[config.mk]
export PLATFORM = sky130hd
export DESIGN_NAME = sad_system_address_decoder
export DESIGN_NICKNAME = d
export VERILOG_FILES = /design/src/verilog/sad_master_decoder.v /design/src/verilog/sad_system_address_decoder.v
export VERILOG_INCLUDE_DIRS = /design/src /design/src/verilog
export SDC_FILE = /design/constraint.sdc
export NUM_CORES = 1
export LEC_CHECK = 0
export BUFFER_PORTS_ARGS = -buffer_cell sky130_fd_sc_hd__buf_4
export CAP_MARGIN = 40
export CELL_PAD_IN_SITES_DETAIL_PLACEMENT = 0
export CELL_PAD_IN_SITES_GLOBAL_PLACEMENT = 1
export CORE_AREA = 2 2 228 230
export CTS_BUF_LIST = sky130_fd_sc_hd__clkbuf_2 sky130_fd_sc_hd__clkbuf_4 sky130_fd_sc_hd__clkbuf_8
export DETAILED_ROUTE_END_ITERATION = 10
export DIE_AREA = 0 0 230 232
export HOLD_SLACK_MARGIN = 0.08
export PLACE_DENSITY = 0.72
export SYNTH_ARGS = -nofsm -noshare
export SYNTH_HDL_FRONTEND = slang
export SYNTH_SLANG_ARGS = --single-unit
[constraint.sdc]
create_clock -name clk -period 2.8 [get_ports clk]
set_input_delay 0.14 -clock clk [delete_from_list [all_inputs] [get_ports clk]]
set_output_delay 0.14 -clock clk [all_outputs]
set_load 0.1 [all_outputs]
[src/verilog/sad_consts.vh]
`ifndef SAD_CONSTS_VH
`define SAD_CONSTS_VH
// bank select: address bits 31:28, sixteen 256 MB banks
`define SAD_BANK_MSB      31
`define SAD_BANK_LSB      28
`define SAD_BANK_INT      4'h0
`define SAD_BANK_EXT_LO   4'h1
`define SAD_BANK_EXT_HI   4'h9
`define SAD_BANK_PERIPH   4'hf
// second level inside bank 0: 1 MB areas, bits 27:20
`define SAD_AREA_MSB      27
`define SAD_AREA_LSB      20
`define SAD_AREA_BOOT     8'h00
`define SAD_AREA_INSTR    8'h01
`define SAD_AREA_DATA     8'h02
`define SAD_AREA_AHB      8'h03
`define SAD_AREA_ROM      8'h04
`define SAD_AREA_SRAM16   8'h05
// 16 KB block offset inside an area
`define SAD_BLK_MSB       19
`define SAD_BLK_LSB       14
// size codes: 0 = none, 1 = 16 KB, 2 = 32 KB
`define SAD_SIZE_0K       2'h0
`define SAD_SIZE_16K      2'h1
`define SAD_SIZE_32K      2'h2
`define SAD_RAM_BLOCKS    5
// slave one-hot positions
`define SAD_SL_ROM        0
`define SAD_SL_SPLIT      1
`define SAD_SL_SRAM16     2
`define SAD_SL_EXT0       3
`define SAD_SL_EXT1       4
`define SAD_SL_APB        5
`define SAD_SL_ABORT      6
`define SAD_SL_W          7
// reset values
`define SAD_REMAP_RST     1'b0
`define SAD_SIZE_RST      2'h0
`endif

[src/verilog/sad_master_decoder.v]
`timescale 1ns/1ps
`default_nettype none
`include "sad_consts.vh"
// one private decoder per master; purely combinational
module sad_master_decoder #(
  parameter IS_CPU = 0
) (
  input  wire [31:0] addr,
  input  wire        remap,
  input  wire        bootRom,
  input  wire [1:0]  instrSize,
  input  wire [1:0]  dataSize,
  output reg  [6:0]  slaveSel,
  output reg  [3:0]  extCs,
  output reg  [2:0]  ramBlock,
  output reg  [13:0] localAddr
);

  // physical block behind logical slot of the bus region; non-contiguous by design
  function [3:0] ahbBlock;  // {valid, block}
    input [5:0] slot;
    input [1:0] isz;
    input [1:0] dsz;
    reg   [4:0] taken;
    reg   [2:0] n;
    integer     b;
    begin
      taken = 5'h00;
      ahbBlock = 4'h0;
      n = 3'h0;
      if (isz != `SAD_SIZE_0K) taken[1] = 1'b1;
      if (isz == `SAD_SIZE_32K) taken[0] = 1'b1;
      if (dsz != `SAD_SIZE_0K) taken[3] = 1'b1;
      if (dsz == `SAD_SIZE_32K) taken[2] = 1'b1;
      // block 4 is never taken, so the bus region always keeps it
      for (b = 4; b >= 0; b = b - 1)
      begin
        if (!taken[b])
        begin
          if ({3'h0, n} == slot)
            ahbBlock = {1'b1, b[2:0]};
          n = n + 3'h1;
        end
      end
    end
  endfunction

  reg  [3:0] hit;
  wire [3:0] bank = addr[`SAD_BANK_MSB:`SAD_BANK_LSB];
  wire [7:0] area = addr[`SAD_AREA_MSB:`SAD_AREA_LSB];
  wire [5:0] slot = addr[`SAD_BLK_MSB:`SAD_BLK_LSB];

  always @*
  begin
    slaveSel = 7'h00;
    extCs = 4'h0;
    ramBlock = 3'h0;
    localAddr = addr[13:0];
    hit = 4'h0;
    if (bank == `SAD_BANK_INT)
    begin
      case (area)
        `SAD_AREA_BOOT:
          if (IS_CPU != 0 && remap)
          begin
            hit = ahbBlock(slot, instrSize, dataSize);
            slaveSel[`SAD_SL_SPLIT] = hit[3];
            ramBlock = hit[2:0];
            slaveSel[`SAD_SL_ABORT] = ~hit[3];
          end
          else if (bootRom)
            slaveSel[`SAD_SL_ROM] = 1'b1;
          else
          begin
            slaveSel[`SAD_SL_EXT0] = 1'b1;
            extCs = 4'h0;
          end
        `SAD_AREA_INSTR:
          if (slot == 6'h00 && instrSize != `SAD_SIZE_0K)
          begin
            slaveSel[`SAD_SL_SPLIT] = 1'b1;
            ramBlock = 3'h1;
          end
          else if (slot == 6'h01 && instrSize == `SAD_SIZE_32K)
          begin
            slaveSel[`SAD_SL_SPLIT] = 1'b1;
            ramBlock = 3'h0;
          end
          else
            slaveSel[`SAD_SL_ABORT] = 1'b1;
        `SAD_AREA_DATA:
          if (slot == 6'h00 && dataSize != `SAD_SIZE_0K)
          begin
            slaveSel[`SAD_SL_SPLIT] = 1'b1;
            ramBlock = 3'h3;
          end
          else if (slot == 6'h01 && dataSize == `SAD_SIZE_32K)
          begin
            slaveSel[`SAD_SL_SPLIT] = 1'b1;
            ramBlock = 3'h2;
          end
          else
            slaveSel[`SAD_SL_ABORT] = 1'b1;
        `SAD_AREA_AHB:
        begin
          hit = ahbBlock(slot, instrSize, dataSize);
          slaveSel[`SAD_SL_SPLIT] = hit[3];
          ramBlock = hit[2:0];
          slaveSel[`SAD_SL_ABORT] = ~hit[3];
        end
        `SAD_AREA_ROM:
          slaveSel[`SAD_SL_ROM] = 1'b1;
        `SAD_AREA_SRAM16:
          if (slot == 6'h00)
            slaveSel[`SAD_SL_SRAM16] = 1'b1;
          else
            slaveSel[`SAD_SL_ABORT] = 1'b1;
        default:
          slaveSel[`SAD_SL_ABORT] = 1'b1;
      endcase
    end
    else if (bank >= `SAD_BANK_EXT_LO && bank <= `SAD_BANK_EXT_HI)
    begin
      if (bank <= 4'h6)
      begin
        slaveSel[`SAD_SL_EXT0] = 1'b1;
        extCs = bank - 4'h1;
      end
      else
      begin
        slaveSel[`SAD_SL_EXT1] = 1'b1;
        extCs = bank - 4'h7;
      end
    end
    else if (bank == `SAD_BANK_PERIPH)
      slaveSel[`SAD_SL_APB] = 1'b1;
    else
      slaveSel[`SAD_SL_ABORT] = 1'b1;
  end

endmodule // sad_master_decoder
`default_nettype wire

[src/verilog/sad_system_address_decoder.v]
// Overview of operation
// - address bits 31:28 pick one of sixteen 256 MB banks
// - banks one to nine go to external chip selects
// - bank zero holds internal memories, decoded again in 1 MB areas
// - bank fifteen goes to the peripheral bridge
// - unassigned addresses answer with an error response
// - every master has its own decoder with a similar map
// - processor masters see boot ROM, external boot or SRAM at zero
// - remap clear: ROM if boot select high, else external cs zero; set: SRAM
// - instruction coupled region also visible at 0x0010_0000
// - data coupled region also visible at 0x0020_0000
// - bus region only on the system bus, at 0x0030_0000 from reset
// - after remap the bus region also appears at zero for processor masters
// - coupled regions sized 0, 16 or 32 KB each; rest is bus region
// - one 16 KB block always belongs to the bus region
// - after reset all 80 KB belong to the bus region
// - blocks are assigned non-contiguously; resizing moves contents
// - ROM, split SRAM and 16 KB SRAM answer in one cycle
// - split SRAM also serves coupled ports in one cycle
// - boot select is sampled three edges after reset release: high ROM, low external cs zero
// - 0x0 to 0x000f_ffff is reserved for the boot memory
`timescale 1ns/1ps
`default_nettype none
`include "sad_consts.vh"
module sad_system_address_decoder #(
  parameter MASTERS = 9,
  parameter CPU_D   = 7,
  parameter CPU_I   = 8
) (
  input  wire                   clk,
  input  wire                   arst_n,
  input  wire                   bootMemorySelect,
  input  wire                   remapSet,
  input  wire                   remapClear,
  input  wire                   sizeWrite,
  input  wire [1:0]             instrSizeIn,
  input  wire [1:0]             dataSizeIn,
  input  wire [MASTERS-1:0]     req,
  input  wire [MASTERS*32-1:0]  reqAddr,
  output reg  [MASTERS-1:0]     ack,
  output reg  [MASTERS-1:0]     err,
  output reg  [MASTERS*7-1:0]   slaveSel,
  output reg  [MASTERS*4-1:0]   extCs,
  output reg  [MASTERS*3-1:0]   ramBlock,
  output reg  [MASTERS*14-1:0]  localAddr,
  output reg                    remap,
  output reg                    bootRom,
  output reg  [1:0]             instrSize,
  output reg  [1:0]             dataSize,
  output reg  [4:0]             ahbBlocks
);

  // boot select comes from a pin: two flops before use
  reg        bootSelMeta;
  reg        bootSelSync;
  reg        strapDone;
  wire [MASTERS*7-1:0]  decSel;
  wire [MASTERS*4-1:0]  decCs;
  wire [MASTERS*3-1:0]  decBlk;
  wire [MASTERS*14-1:0] decLoc;

  function [1:0] legalSize;
    input [1:0] s;
    begin
      legalSize = (s == 2'h3) ? `SAD_SIZE_32K : s;
    end
  endfunction

  always @(posedge clk or negedge arst_n)
  begin
    if (!arst_n)
    begin
      bootSelMeta <= 1'b0;
      bootSelSync <= 1'b0;
    end
    else
    begin
      bootSelMeta <= bootMemorySelect;
      bootSelSync <= bootSelMeta;
    end
  end

  // strap caught once, three edges after release when the synchroniser is settled
  reg [1:0] strapCnt;
  always @(posedge clk or negedge arst_n)
  begin
    if (!arst_n)
    begin
      strapCnt <= 2'h0;
      strapDone <= 1'b0;
      bootRom <= 1'b1;
    end
    else if (!strapDone)
    begin
      strapCnt <= strapCnt + 2'h1;
      if (strapCnt == 2'h2)
      begin
        bootRom <= bootSelSync;
        strapDone <= 1'b1;
      end
    end
  end

  always @(posedge clk or negedge arst_n)
  begin
    if (!arst_n)
    begin
      remap <= `SAD_REMAP_RST;
      instrSize <= `SAD_SIZE_RST;
      dataSize <= `SAD_SIZE_RST;
      ahbBlocks <= 5'h1f;
    end
    else
    begin
      if (remapSet)
        remap <= 1'b1;
      else if (remapClear)
        remap <= 1'b0;
      if (sizeWrite)
      begin
        instrSize <= legalSize(instrSizeIn);
        dataSize <= legalSize(dataSizeIn);
      end
      // block 4 never leaves the bus region
      ahbBlocks <= {1'b1,
                    ~(dataSize != `SAD_SIZE_0K),
                    ~(dataSize == `SAD_SIZE_32K),
                    ~(instrSize != `SAD_SIZE_0K),
                    ~(instrSize == `SAD_SIZE_32K)};
    end
  end

  genvar m;
  generate
    for (m = 0; m < MASTERS; m = m + 1)
    begin : gMaster
      sad_master_decoder #(
        .IS_CPU ((m == CPU_D || m == CPU_I) ? 1 : 0)
      ) uDec (
        .addr      (reqAddr[m*32 +: 32]),
        .remap     (remap),
        .bootRom   (bootRom),
        .instrSize (instrSize),
        .dataSize  (dataSize),
        .slaveSel  (decSel[m*7 +: 7]),
        .extCs     (decCs[m*4 +: 4]),
        .ramBlock  (decBlk[m*3 +: 3]),
        .localAddr (decLoc[m*14 +: 14])
      );
    end
  endgenerate

  // registered answer: exactly one cycle after the request
  integer i;
  always @(posedge clk or negedge arst_n)
  begin
    if (!arst_n)
    begin
      ack <= {MASTERS{1'b0}};
      err <= {MASTERS{1'b0}};
      slaveSel <= {(MASTERS*7){1'b0}};
      extCs <= {(MASTERS*4){1'b0}};
      ramBlock <= {(MASTERS*3){1'b0}};
      localAddr <= {(MASTERS*14){1'b0}};
    end
    else
    begin
      for (i = 0; i < MASTERS; i = i + 1)
      begin
        ack[i] <= req[i] & ~decSel[i*7 + `SAD_SL_ABORT];
        err[i] <= req[i] & decSel[i*7 + `SAD_SL_ABORT];
        slaveSel[i*7 +: 7] <= req[i] ? decSel[i*7 +: 7] : 7'h00;
        extCs[i*4 +: 4] <= decCs[i*4 +: 4];
        ramBlock[i*3 +: 3] <= decBlk[i*3 +: 3];
        localAddr[i*14 +: 14] <= decLoc[i*14 +: 14];
      end
    end
  end

endmodule // sad_system_address_decoder
`default_nettype wire

==> results of run 1 <==
==> cells by family (layout without fill, tap and decap cells) <==
logic type               after synthesis  count (layout)  synth area share
buffers and inverters                142            1145            0.0447
other                                  1               5          0.000285
XOR/XNOR                              35              35            0.0244
multiplexers                          14              14            0.0111
AO/OA/AOI/OAI                        297             297             0.155
AND/OR/NAND/NOR                      486             486             0.198
adder cells (fa/ha/maj)               45              45            0.0418
flip-flops                           276             276             0.525
==> timing repair <==
item / in CTS / in global routing
setup endpoints to repair: 0 / 13
setup buffers: 0 / 10
hold buffers: 364 / 0
gates resized for setup: 0 / 9
endpoints found under the hold margin: 538 / 0
==> tightest hold or removal path, stage by stage <==
cell and delay, ns:
buf_4 0.07, or4_1 0.13, nor3_2 0.06, buf_4 0.14, nand3_1 0.06, a21oi_1 0.06
==> how the worst min path moves through the flow <==
stage	endpoint	from	cells after the start	slack [ns]
final	ramBlock[0]	reqAddr[23]	6	0.1
after detailed placement	localAddr[72]	arst_n	1	0.14
after CTS	ramBlock[0]	reqAddr[17]	4	0.08
after global placement	localAddr[63]	arst_n	1	0.14
after floorplan	ack[0]	arst_n	0	-0.16
after global routing	localAddr[86]	arst_n	2	0.12
==> registers in the layout, summed over array words and instances (netlist names) <==
name / count
ack: 9
slaveSel: 63
bootSelMeta: 1
ramBlock: 27
ahbBlocks: 4
extCs: 36
strapCnt: 2
strapDone: 1
instrSize: 2
bootRom: 1
remap: 1
dataSize: 2
bootSelSync: 1
localAddr: 126
==> per-layer routing <==
layer	track usage	wire length, um	vias up
met2	0.393	30800	574
li1	-	-	6582
met5	0	0	-
met4	0.0774	1920	0
met3	0.0518	3960	112
met1	0.233	21700	6924
==> final cells by class <==
cell class,instances,area (um^2)
antenna,4,10.0
inverter,57,215
fill,4759,27500
sequential,276,6920
clock inverter,10,188
timing repair buffer,991,8410
tap,680,851
clock buffer,87,1080
multi-input combinational,878,5720
==> power groups by stage <==
stage / Combinational, mW / Clock [mW] / Sequential [mW]
2_1_floorplan: 0.795 / 0 / 5.70
3_3_place_gp: 3.26 / 0 / 4.35
3_5_place_dp: 3.28 / 0 / 4.36
4_1_cts: 3.66 / 4.85 / 4.29
5_1_grt: 3.88 / 5.05 / 4.30
6_report: 3.70 / 4.70 / 4.29
==> cell usage in the layout (no fill, tap or decap), types with 40 or more instances in the layout <==
| cell type | Yosys | layout |
|---|---|---|
| clkbuf_8 | 0 | 68 |
| o21ai_0 | 57 | 56 |
| inv_1 | 55 | 55 |
| nor2_1 | 115 | 114 |
| dlygate4sd3_1 | 0 | 363 |
| buf_4 | 11 | 623 |
| a21oi_1 | 55 | 54 |
| ha_1 | 40 | 40 |
| nand2_1 | 77 | 77 |
| nor3_1 | 58 | 57 |
| dfrtp_1 | 271 | 267 |
==> metrics by stage <==
| step | setup WS, ns | cells | TNS [ns] | power (mW) | hold WS (ns) |
|---|---|---|---|---|---|
| floorplan | 0.0302 | 1296 | 0 | 6.49 | -0.156 |
| global placement | 0.418 | 2509 | 0 | 7.62 | 0.137 |
| detailed placement | 0.353 | 2509 | 0 | 7.64 | 0.142 |
| CTS | 0.0360 | 2970 | 0 | 12.8 | 0.0827 |
| global route | -0.0291 | 2981 | -0.0454 | 13.2 | 0.117 |
| finish | 0.0712 | 2983 | 0 | 12.7 | 0.0973 |
==> metrics, run 1 <==
Slowest cell on crit path=dlygate4sd3_1; Initial Util=0.259; max_slew headroom=0.563; Async S/R FF share, synth=1.00; share of layout cells above drive strength 1=0.335; gr ovfl total=0; minimum clock period=2.73 ns; hpwl dp=43,400 um; Crit. Startpoint=reqAddr[89]; reg-to-reg endpoint=ramBlock[12]; Seq/Total Area, Yosys=0.525; Worst-Skew Late Latency=0.63 ns; top cells by count, synth=dfrtp_1, nor2_1, nand2_1; initial antenna violation count=2; most frequent cell on the critical path=dlygate4sd3_1; CP bufs+invs=4; Syn Area/Cell=10.2 um^2; worst path cell trace=dlygate4sd3_1, buf_4, or4_4, or3_1, o41ai_1, dlygate4sd3_1, and3_1, dlygate4sd3_1; DRC Markers=0; CP Capture Type=register; PwrDens=542 mW/mm^2; Maximum Capacitance Violations=0; IO Pins=588; Distinct cells, synth=82; flop-to-flop setup slack=0.10 ns; Final setup viols=0; Mapped Cells=roughly 1,300; clk_skew=0.0173 ns; vias in the first global route=14,600; number of cells on the critical path=8; largest stage delay on the critical path=0.59 ns; Die ar.=0.0534 mm^2; final hold violation count=0; total clock sinks=276; Util after Layout=0.460; global-route wire length before repair=86,700 um; count leader, synth=dfrtp_1; row cnt=83; placer congestion estimate=0.899; placed cell area=~0.018 mm^2; P_sw=4.41 mW; drt total wl=58,400 um; Worst EP arrival=~3.3 ns; Crit Path Class=primary input to register; Via Count=14,200; die width=230 um; leading post-synthesis cells by cell area=dfrtp_1, ha_1, nor2_1, nor3_1, nand2_1; crit path to=slaveSel[17]; Routed Antenna Nets=0; Yosys top cell by area=dfrtp_1; TritonCTS Buffers=53; 1st-pass router iterations=5; Total GRT Usage=0.212; post-synthesis cell area=0.0132 mm^2; critical path launch point type=primary input; Leak=10.8 nW; CTS tree=done; worst r2r src=instrSize[1]; Worst Path Required=around 3.4 ns; Clk pin slew, worst setup/hold paths=0.05 ns; Worst Reg2Reg Path Length in Cells=9; maximum clock rate=366 MHz; final slew viol count=0; crit path max fanout=3; Synth Net Count=1,643; Yosys top cell area share=0.515; die span in y=around 230 um; nets=2,604; largest net degree at the start of global routing=69; CP top delay family=buffers and inverters; initial DRC count=872; fin crit share=0.975; Pint=~8.3 mW; design area=0.0234 mm^2; Port Buffer Count=586; sw frac=0.348; Synthesis Warnings=0; Hold/Removal Path Class=primary input to register; number of synthesized flops with an enable pin=0; H-Tree Depth=2; Vias/cell=4.76; Worst-Margin Slew=0.656 ns; sequential share of power=0.338; peak supply drop=0.000281 V; combinational fraction of design power=0.291; Clk network pwr share=0.370; Max Root-Sink Buffers=3; area grow syn2layout=77.5%; Core Region=0.0509 mm^2; top_reg_cell synth=dfrtp_1; CTS root buffer=clkbuf_8; status=completed; wire per inst=19.6 um; Yosys reg bits=between 200 and 300
No activity file was read; power rests on OpenSTA's default activity.
==> run 2, diff against run 1 <==
Settings changed: RECOVER_POWER set to 50.
==> run 2 against run 1 <==
The run now ends with max-capacitance violations, max-slew violations left. Critical path type unchanged. Combinational power hardly changed. Sequential cell count stayed put. Via count is 0.14% higher. Die area stayed put. Clock skew is 0.00052 ns lower. Routed wire length is 0.31% lower. First-iteration DRC count is 6.8% lower. Global-route usage stayed put. Utilization is 0.069 points lower. Final area is 0.15% lower. Largest cell class unchanged.
==> metrics, run 2 (synthesized netlist as in run 1, its figures left out) <==
peak supply drop=0.000281 V (about the same); 1st-pass router iterations=6 (+1); worst r2r src=instrSize[1]; most frequent cells in the layout=buf_4, dlygate4sd3_1, dfrtp_1; clk_skew=0.0167 ns (-0.000522 ns); initial DRC count=813 (-6.8%); max_slew headroom=-0.215 (-0.777); Final setup viols=0 (unchanged); Worst-Margin Slew=1.82 ns (+1.17 ns); Clk pin slew, worst setup/hold paths=0.05 ns (about the same); H-Tree Depth=2 (unchanged); critical path launch point type=primary input; Port Buffer Count=586 (unchanged); Hold/Removal Path Class=primary input to register; Maximum Capacitance Violations=1 (+1); CP Capture Type=register; area grow syn2layout=77.3%; Via Count=14,200 (+0.14%); final hold violation count=0 (unchanged); crit path to=slaveSel[17]; largest net degree at the start of global routing=69 (unchanged); final slew viol count=66 (+66); Total GRT Usage=0.212 (unchanged); top flop regs=localAddr (126), slaveSel (63), extCs (36); hpwl dp=43,400 um (unchanged); PwrDens=542 mW/mm^2 (about the same); total clock sinks=276 (unchanged); initial antenna violation count=2 (unchanged); Worst Reg2Reg Path Length in Cells=9 (unchanged); Worst Path Required=3.35 ns (about the same); gr ovfl total=0 (unchanged); status=finished, violations left; die span in y=232 um (unchanged); Crit Path Class=primary input to register; IO Pins=588 (unchanged); fin crit share=0.977 (+0.00205); flop-to-flop setup slack=0.11 ns (about the same); failing checks=max-capacitance violations, max-slew violations; CTS tree=done; reg-to-reg endpoint=ramBlock[12]; commonest non-fill, non-tap cell in the layout=buf_4; Worst-Skew Late Latency=0.63 ns (about the same); Routed Antenna Nets=0 (unchanged); minimum clock period=2.73 ns (+0.00575 ns); DRC Markers=0 (unchanged); Worst EP arrival=3.29 ns (about the same); Most flops, register=localAddr; placer congestion estimate=0.899 (unchanged); Placement Setup Slack=0.353 ns (unchanged); die width=230 um (unchanged); max FFs per register=126 (unchanged); row cnt=83 (unchanged); fillers=4,771 (+0.25%); wire per inst=19.5 um (-0.31%); TritonCTS Buffers=53 (unchanged); share of layout cells above drive strength 1=0.333 (-0.00261); drt total wl=58,200 um (-0.31%); Vias/cell=4.76 (+0.14%); vias in the first global route=14,600 (unchanged); Max Root-Sink Buffers=3 (unchanged); maximum clock rate=366 MHz (-0.21%); Core Region=0.0509 mm^2 (unchanged); Die ar.=0.0534 mm^2 (unchanged); Leak=10.8 nW (-0.47%); worst setup margin=0.0654 ns (-0.00575 ns); Crit. Startpoint=reqAddr[89]; Min Hold Slack=0.0986 ns (+0.00134 ns); nets=2,604 (unchanged); Initial Util=0.259 (unchanged); CTS root buffer=clkbuf_8; crit path max fanout=3 (unchanged); global-route wire length before repair=86,700 um (unchanged)
## run 2: cell types whose count changed in the layout (fill, tap and decap cells not counted), sizes merged
cell,delta
buf,-132
clkbuf,+132
## run 2: per-layer routing
| layer | share of wire | up-vias | global-route usage |
|---|---|---|---|
| li1 | - | 6580 | - |
| met3 | 0.069 | 111 | 0.0518 |
| met2 | 0.53 | 584 | 0.393 |
| met5 | 0 | - | 0 |
| met4 | 0.033 | 0 | 0.0774 |
| met1 | 0.37 | 6937 | 0.233 |
## run 2: power breakdown
group	switching, mW	internal, mW
combinational	2.50	1.18
sequential	0.103	4.19
clock	1.81	2.89
## run 2: what timing repair did
item                                   in CTS  in global routing
hold buffers                              364                  0
gates resized for setup                     0                  9
setup buffers                               0                 10
endpoints found under the hold margin     538                  0
setup endpoints to repair                   0                 13
## run 2: stage by stage
step           cells  total power [mW]  utilization  cell area [um^2]  TNS (ns)
2_1_floorplan   1296              6.49            -             13200         0
3_3_place_gp    2509              7.62        0.361             18400         0
3_5_place_dp    2509              7.64        0.361             18400         0
4_1_cts         2970              12.8        0.457             23300         0
5_1_grt         2981              13.2        0.459             23300   -0.0454
6_report        2983              12.7        0.459             23300         0
## run 2: worst max-delay path: stages
cell	delay, ns
dlygate4sd3_1	0.56
buf_4	0.15
or4_4	0.53
or3_1	0.37
o41ai_1	0.25
dlygate4sd3_1	0.59
and3_1	0.14
dlygate4sd3_1	0.55
## run 2: layout make-up
class	instances	area [um^2]	area share
inverters	57	215	0.00922
multi-input cells	878	5720	0.245
flip-flops and latches	276	6920	0.296
clock buffers	87	1080	0.0462
well taps	680	851	0.0364
diodes	4	10.0	0.000429
clock inverters	10	188	0.00804
repair buffers	991	8370	0.359
## run 2: worst min path at each step
stage | startpoint | to | slack (ns) | cells after the start
CTS | reqAddr[17] | ramBlock[0] | 0.08 | 4
finish | reqAddr[23] | ramBlock[0] | 0.1 | 6
global placement | arst_n | localAddr[63] | 0.14 | 1
global route | reqAddr[242] | slaveSel[50] | 0.12 | 6
floorplan | arst_n | ack[0] | -0.16 | 0
detailed placement | arst_n | localAddr[72] | 0.14 | 1
